===== src/gal_regs.svh =====
// Constants of the group address latch update slave: addresses, field positions, reset values.
// Assumes inclusion by bare name from the package and the design modules.
`ifndef GAL_REGS_SVH
`define GAL_REGS_SVH

// ==========================================================
// Bus addressing and bit counting
`define GAL_GROUP_ADDR 7'h7E
`define GAL_BITS_PER_BYTE 4'h8
`define GAL_BIT_CNT_ZERO 4'h0
`define GAL_BIT_CNT_ONE 4'h1

// ==========================================================
// Byte positions inside a write transfer
`define GAL_BYTE_ADDR 2'h0
`define GAL_BYTE_CMD 2'h1
`define GAL_BYTE_LSB 2'h2
`define GAL_BYTE_MSB 2'h3
`define GAL_BYTE_STEP 2'h1

// ==========================================================
// Command byte fields and MSB data byte code field
`define GAL_CMD_DEFER_BIT 0
`define GAL_CMD_SHUTDOWN_BIT 1
`define GAL_CMD_BANDGAP_BIT 2
`define GAL_MSB_CODE_HI 1

// ==========================================================
// Reset values
`define GAL_CMD_RESET 8'h00
`define GAL_CODE_RESET 10'h000
`define GAL_BYTE_RESET 8'h00

`endif


===== src/gal_pkg.sv =====
// Types shared by the group address latch update slave.
// Assumes gal_regs.svh is on the include path.
`include "gal_regs.svh"

package gal_pkg;

    // ==========================================================
    // Latched converter settings
    typedef struct packed {
        logic bandgap;
        logic shutdown;
        logic [9:0] code;
    } gal_latch_type;

    // ==========================================================
    // Receiver states, one-hot
    typedef enum logic [3:0] {
        GAL_ST_IDLE = 4'h1,
        GAL_ST_RECV = 4'h2,
        GAL_ST_ACK = 4'h4,
        GAL_ST_SKIP = 4'h8
    } gal_state_type;

endpackage : gal_pkg


===== src/gal_sync.sv =====
// Two flip-flop synchroniser for pin inputs.
// Assumes inputs change asynchronously to sys_clk.
`timescale 1ns/1ns

module gal_sync #(
    parameter int WIDTH = 1
) (
    // Clock and reset
    input wire logic sys_clk,
    input wire logic reset_n,
    // Asynchronous in, synchronous out
    input wire logic [WIDTH-1:0] async_in,
    output logic [WIDTH-1:0] sync_out
);

    logic [WIDTH-1:0] meta_reg;

    // ==========================================================
    // First stage feeds only the second
    always_ff @(posedge sys_clk or negedge reset_n) begin
        if (!reset_n) begin
            meta_reg <= '1;
            sync_out <= '1;
        end else begin
            meta_reg <= async_in;
            sync_out <= meta_reg;
        end
    end

endmodule : gal_sync


===== src/gal_top.sv =====
// Two-wire slave receiver with own and group address, input registers and output latches.
// Assumes scl, sda and the address straps arrive asynchronously; sda is open drain, resolved outside.
`timescale 1ns/1ns
`include "gal_regs.svh"

module gal_top (
    // Clock and reset
    input wire logic sys_clk,
    input wire logic reset_n,
    // Bus pins
    input wire logic scl_in,
    input wire logic sda_in,
    output logic sda_out,
    output logic sda_oe,
    // Own slave address straps
    input wire logic [6:0] own_addr,
    // Latched outputs
    output gal_pkg::gal_latch_type out_latch,
    output logic deferred_update_select
);

    logic [8:0] sync_q;
    logic scl_s;
    logic sda_s;
    logic [6:0] addr_s;
    logic scl_d;
    logic sda_d;
    logic scl_rise;
    logic scl_fall;
    logic start_seen;
    logic stop_seen;
    gal_pkg::gal_state_type state_reg;
    logic [3:0] bit_cnt_reg;
    logic [1:0] byte_idx_reg;
    logic [7:0] shift_reg;
    logic group_reg;
    logic update_or_clear_select_reg;
    logic [7:0] cmd_in_reg;
    logic [7:0] lsb_tmp_reg;
    logic [9:0] data_in_reg;
    logic pending_reg;
    logic byte_done;
    logic addr_hit;
    logic group_hit;
    logic ack_rise;
    logic do_clear;
    logic do_transfer;

    // ==========================================================
    // Pin synchronisers
    gal_sync #(
        .WIDTH(9)
    ) u_sync (
        .sys_clk(sys_clk),
        .reset_n(reset_n),
        .async_in({own_addr, sda_in, scl_in}),
        .sync_out(sync_q)
    );

    assign scl_s = sync_q[0];
    assign sda_s = sync_q[1];
    assign addr_s = sync_q[8:2];

    // Delayed copies for edge finding
    always_ff @(posedge sys_clk or negedge reset_n) begin
        if (!reset_n) begin
            scl_d <= 1'b1;
            sda_d <= 1'b1;
        end else begin
            scl_d <= scl_s;
            sda_d <= sda_s;
        end
    end

    // ==========================================================
    // Bus events
    assign scl_rise = scl_s & ~scl_d;
    assign scl_fall = ~scl_s & scl_d;
    assign start_seen = scl_s & scl_d & sda_d & ~sda_s;
    assign stop_seen = scl_s & scl_d & ~sda_d & sda_s;
    assign byte_done = (state_reg == gal_pkg::GAL_ST_RECV) & scl_fall & (bit_cnt_reg == `GAL_BITS_PER_BYTE);
    // Own address is write only; the slave never transmits
    assign addr_hit = (shift_reg[7:1] == addr_s) & ~shift_reg[0];
    assign group_hit = (shift_reg[7:1] == `GAL_GROUP_ADDR);
    assign ack_rise = (state_reg == gal_pkg::GAL_ST_ACK) & scl_rise & group_reg;
    assign deferred_update_select = cmd_in_reg[`GAL_CMD_DEFER_BIT];
    // Clear ignores the deferred select on purpose
    assign do_clear = ack_rise & ~update_or_clear_select_reg;
    assign do_transfer = (ack_rise & update_or_clear_select_reg & deferred_update_select)
        | (stop_seen & pending_reg & ~deferred_update_select);

    // ==========================================================
    // Receiver state machine
    always_ff @(posedge sys_clk or negedge reset_n) begin
        if (!reset_n) begin
            state_reg <= gal_pkg::GAL_ST_IDLE;
        end else if (stop_seen) begin
            state_reg <= gal_pkg::GAL_ST_IDLE;
        end else if (start_seen) begin
            state_reg <= gal_pkg::GAL_ST_RECV;
        end else begin
            case (state_reg)
                gal_pkg::GAL_ST_IDLE: begin
                    state_reg <= gal_pkg::GAL_ST_IDLE;
                end
                gal_pkg::GAL_ST_RECV: begin
                    if (byte_done) begin
                        if (byte_idx_reg != `GAL_BYTE_ADDR || addr_hit || group_hit) begin
                            state_reg <= gal_pkg::GAL_ST_ACK;
                        end else begin
                            state_reg <= gal_pkg::GAL_ST_SKIP;
                        end
                    end
                end
                gal_pkg::GAL_ST_ACK: begin
                    // Nothing follows a group command or the last data byte
                    if (scl_fall) begin
                        if (group_reg || byte_idx_reg == `GAL_BYTE_MSB) begin
                            state_reg <= gal_pkg::GAL_ST_SKIP;
                        end else begin
                            state_reg <= gal_pkg::GAL_ST_RECV;
                        end
                    end
                end
                gal_pkg::GAL_ST_SKIP: begin
                    state_reg <= gal_pkg::GAL_ST_SKIP;
                end
                default: begin
                    state_reg <= gal_pkg::GAL_ST_IDLE;
                end
            endcase
        end
    end

    // ==========================================================
    // Bit and byte counters, shifter
    always_ff @(posedge sys_clk or negedge reset_n) begin
        if (!reset_n) begin
            bit_cnt_reg <= `GAL_BIT_CNT_ZERO;
            byte_idx_reg <= `GAL_BYTE_ADDR;
            shift_reg <= `GAL_BYTE_RESET;
        end else if (start_seen) begin
            bit_cnt_reg <= `GAL_BIT_CNT_ZERO;
            byte_idx_reg <= `GAL_BYTE_ADDR;
        end else if (state_reg == gal_pkg::GAL_ST_RECV && scl_rise) begin
            shift_reg <= {shift_reg[6:0], sda_s};
            bit_cnt_reg <= bit_cnt_reg + `GAL_BIT_CNT_ONE;
        end else if (state_reg == gal_pkg::GAL_ST_ACK && scl_fall) begin
            bit_cnt_reg <= `GAL_BIT_CNT_ZERO;
            byte_idx_reg <= byte_idx_reg + `GAL_BYTE_STEP;
        end
    end

    // Group flag from the address match, select from the read/write position
    always_ff @(posedge sys_clk or negedge reset_n) begin
        if (!reset_n) begin
            group_reg <= 1'b0;
            update_or_clear_select_reg <= 1'b0;
        end else if (start_seen) begin
            group_reg <= 1'b0;
        end else if (byte_done && byte_idx_reg == `GAL_BYTE_ADDR) begin
            group_reg <= group_hit;
            update_or_clear_select_reg <= shift_reg[0];
        end
    end

    // ==========================================================
    // Acknowledge drive, held from falling edge to falling edge
    assign sda_out = 1'b0;
    always_ff @(posedge sys_clk or negedge reset_n) begin
        if (!reset_n) begin
            sda_oe <= 1'b0;
        end else if (start_seen || stop_seen) begin
            sda_oe <= 1'b0;
        end else if (byte_done && (byte_idx_reg != `GAL_BYTE_ADDR || addr_hit || group_hit)) begin
            sda_oe <= 1'b1;
        end else if (state_reg == gal_pkg::GAL_ST_ACK && scl_fall) begin
            sda_oe <= 1'b0;
        end
    end

    // ==========================================================
    // Input registers; data bytes count only as a complete pair
    always_ff @(posedge sys_clk or negedge reset_n) begin
        if (!reset_n) begin
            cmd_in_reg <= `GAL_CMD_RESET;
            lsb_tmp_reg <= `GAL_BYTE_RESET;
            data_in_reg <= `GAL_CODE_RESET;
            pending_reg <= 1'b0;
        end else if (do_clear) begin
            cmd_in_reg <= `GAL_CMD_RESET;
            lsb_tmp_reg <= `GAL_BYTE_RESET;
            data_in_reg <= `GAL_CODE_RESET;
            pending_reg <= 1'b0;
        end else if (stop_seen) begin
            pending_reg <= 1'b0;
        end else if (byte_done && byte_idx_reg == `GAL_BYTE_CMD) begin
            cmd_in_reg <= shift_reg;
            pending_reg <= 1'b1;
        end else if (byte_done && byte_idx_reg == `GAL_BYTE_LSB) begin
            lsb_tmp_reg <= shift_reg;
        end else if (byte_done && byte_idx_reg == `GAL_BYTE_MSB) begin
            data_in_reg <= {shift_reg[`GAL_MSB_CODE_HI:0], lsb_tmp_reg};
        end
    end

    // ==========================================================
    // Output latches
    always_ff @(posedge sys_clk or negedge reset_n) begin
        if (!reset_n) begin
            out_latch <= '0;
        end else if (do_clear) begin
            out_latch <= '0;
        end else if (do_transfer) begin
            out_latch.code <= data_in_reg;
            out_latch.shutdown <= cmd_in_reg[`GAL_CMD_SHUTDOWN_BIT];
            out_latch.bandgap <= cmd_in_reg[`GAL_CMD_BANDGAP_BIT];
        end
    end

endmodule : gal_top


===== config.mk =====
export PLATFORM = sky130hd
export DESIGN_NAME = gal_top
export DESIGN_NICKNAME = d
export VERILOG_FILES = /design/src/gal_pkg.sv /design/src/gal_sync.sv /design/src/gal_top.sv
export VERILOG_INCLUDE_DIRS = /design/src
export SDC_FILE = /design/constraint.sdc
export NUM_CORES = 1
export LEC_CHECK = 0
export BUFFER_PORTS_ARGS = -buffer_cell sky130_fd_sc_hd__buf_2
export CAP_MARGIN = 10
export CORE_UTILIZATION = 55
export CTS_CLUSTER_SIZE = 24
export DETAILED_ROUTE_END_ITERATION = 6
export GPL_ROUTABILITY_DRIVEN = 0
export PLACE_DENSITY = 0.78
export SLEW_MARGIN = 20
export SYNTH_ARGS = -nofsm -noshare
export SYNTH_HDL_FRONTEND = slang
export SYNTH_HIERARCHICAL = 1
export SYNTH_SLANG_ARGS = --single-unit

===== constraint.sdc =====
create_clock -name sys_clk -period 2.4 [get_ports sys_clk]
set_input_delay 0.36 -clock sys_clk [delete_from_list [all_inputs] [get_ports sys_clk]]
set_output_delay 0.36 -clock sys_clk [all_outputs]
set_load 0.005 [all_outputs]

==> impl_metrics.env <==
export IMPL_result_of_the_run="complete, no violations"
export IMPL_antenna_cells_inserted=0
export IMPL_timing_critical_path_required_ns=2.66
export IMPL_timing_hold_violations_final=0
export IMPL_grt_antenna_before_repair=0
export IMPL_max_transition_viols_final=0
export IMPL_postRouteWirelength_um=5040
export IMPL_grt_util_met1_pct=25.7
export IMPL_clock_tree_root_cell="clkbuf_8"
export IMPL_route_vias_total=1993
export IMPL_p_per_area_mw_per_mm2=666
export IMPL_cts_tree="built"
export IMPL_largest_register_ffs=12
export IMPL_area_growth_synth_to_final_pct=11.8
export IMPL_io_pins=26
export IMPL_grt_max_degree=49
export IMPL_worstReg2RegStart="scl_d"
export IMPL_cp_end_kind="register"
export IMPL_drt_pre_antenna_iters=4
export IMPL_grt_setup_unrepaired="false"
export IMPL_fin_crit_sh_pct=78.8
export IMPL_final_fill_count=465
export IMPL_final_nets=317
export IMPL_number_of_storage_elements_in_the_synthesis_netlist=75
export IMPL_die_x_um=78.6
export IMPL_cts_post_setup_buffers_inserted=0
export IMPL_groute_layer_met2_usage_pct=30.6
export IMPL_dp_slack_ns=0.508
export IMPL_grt_busiest_layer="met2"
export IMPL_clk_latency_ns=0.34
export IMPL_startpoint_type="register"
export IMPL_number_of_buffers_on_the_longest_clock_path=2
export IMPL_criticalPathCategory="reg2reg"
export IMPL_highest_count_cells_in_the_layout_ignoring_fill_and_taps="54 x dfrtp_1, 53 x nand2_1, 24 x buf_2"
export IMPL_first_global_vias=1951
export IMPL_synth_async_reset_ratio_pct=100
export IMPL_setup_violations_final=0
export IMPL_totalNegativeSetupSlack_ns=0
export IMPL_cpLargestDelayFamily="simple AND/OR/NAND/NOR gates"
export IMPL_setup_slack_ns=0.509
export IMPL_grt_use_met3_pct=4.19
export IMPL_ctsResizeCount=0
export IMPL_placement_io_buffers=24
export IMPL_total_leakage_power_nw=1.69
export IMPL_synthesis_nets=290
export IMPL_hold_buffer_count_at_cts=0
export IMPL_htree_num_levels=3
export IMPL_drt_vias_per_instance=5.29
export IMPL_tightest_slew_ns=0.622
export IMPL_largest_driver_fanout_on_the_critical_path=10
export IMPL_floorplan_initialDensity_pct=57.8
export IMPL_vdd_ir_drop_max_uv=609
export IMPL_timing_critical_path_from="scl_d"
export IMPL_die_height_um=78.6
export IMPL_maximum_capacitance_violations=0
export IMPL_crit_buf_inv=0
export IMPL_cts_inserted_buffers=9
export IMPL_routed_wire_length_per_instance_um=13.4
export IMPL_drive_gt1_share_pct=26.6
export IMPL_post_synth_instance_area_mm2=0.00322
export IMPL_crit_path_top_delay_cell="dfstp_2"
export IMPL_synth_enable_flop_cells=0
export IMPL_floorplan_die_area_mm2=0.00617
export IMPL_timing_fmax_ghz=0.529
export IMPL_cells_after_synthesis=273
export IMPL_post_route_drc_count=0
export IMPL_number_of_drc_markers_after_the_initial_detailed_route_iteration=144
export IMPL_drt_antenna_violating_nets=0
export IMPL_critical_path_max_stage_delay_ns=0.60
export IMPL_mapped_avg_cell_area_um2=11.8
export IMPL_crit_arrival_ns=2.15
export IMPL_grt_pass1_wl_um=9160
export IMPL_min_delay_path_class="in2async"
export IMPL_dpl_hpwl_um=3550
export IMPL_mostFrequentLayoutCell="dfrtp_1"
export IMPL_synth_seq_area_share_pct=59.0
export IMPL_crit_chain="and4bb_4 > and3_1 > and3_2 > mux2i_1"
export IMPL_total_grt_usage_pct=19.7
export IMPL_slew_headroom_pct=58.5
export IMPL_ys_dominant_reg_cell="dfrtp_1"
export IMPL_synth_warning_count=6
export IMPL_ys_types=39
export IMPL_globalRoute_totalOverflow=0
export IMPL_floorplan_rows=27
export IMPL_core_area_mm2=0.00557
export IMPL_clock_sinks=75
export IMPL_clk_pin_slew_ns=0.07
export IMPL_fin_skew_ns=0.00765
export IMPL_timing_final_crit_period_ns=1.89
## through the flow
stage	hold WS [ns]	utilization [%]	instance area, um^2	power (mW)	instances
floorplan	0.0644	-	3220	1.35	273
global placement	0.346	60.7	3390	1.39	361
detailed placement	0.347	60.7	3390	1.39	361
CTS	0.0437	64.6	3600	2.43	377
global route	0.0777	64.6	3600	2.49	377
finish	0.0294	64.6	3600	2.40	377
## power by group
group | switching (mW) | total (mW) | leakage (nW) | internal, mW
Sequential | 0.0145 | 1.31 | 0.975 | 1.30
Combinational | 0.0355 | 0.0544 | 0.606 | 0.0189
Clock | 0.449 | 1.04 | 0.106 | 0.587
## area by class of cell
| class | count | area (um^2) | area share (%) |
|---|---|---|---|
| clock inverters | 6 | 90.1 | 2.50 |
| repair buffers | 28 | 163 | 4.51 |
| clock buffers | 10 | 128 | 3.54 |
| flip-flops and latches | 75 | 1900 | 52.8 |
| multi-input cells | 182 | 1210 | 33.7 |
| inverters | 4 | 15.0 | 0.417 |
| well taps | 72 | 90.1 | 2.50 |
## cell families after synthesis
kind of cell / share of synthesized area (%)
AND/OR/NAND/NOR: 16.9
flip-flops: 59.0
AO/OA/AOI/OAI: 6.02
multiplexers: 9.08
buffers and inverters: 3.26
XOR/XNOR: 3.26
adder cells (fa/ha/maj): 2.33
other: 0.116
## final timing paths
kind	to	slack (ns)	cells after the start
worst min register to register	u_sync/sync_out[5]	0.36	0
worst min-delay path	out_latch[5]	0.03	1
worst max register to register	lsb_tmp_reg[2]	0.51	4
min in group sys_clk	u_sync/meta_reg[6]	0.11	1
worst max-delay path	lsb_tmp_reg[2]	0.51	4
max in group asynchronous	state_reg[0]	1.65	2
## routing by layer
layer	vias up	share of wire, %
met5	-	0
met3	11	2.9
li1	1002	-
met2	38	46
met1	942	49
met4	0	2.4
## cell usage after synthesis (all sizes together) (2+ instances only)
cell	count	area, um^2
buf	11	85.1
nor2	9	33.8
nor4	2	12.5
nor2b	3	18.8
nor3	2	10.0
nand4b	4	50.1
o21ai	21	105
nand2	53	199
nand3	11	55.1
dfrtp	54	1350
inv	4	15.0
xor2	11	96.3
nor4b	2	47.6
and4b	2	20.0
mux2	10	113
and3	3	20.0
nand4	3	18.8
a21oi	9	45.0
mux2i	18	180
ha	6	75.1
dfstp	21	552
(Power assumes the default switching activity.)
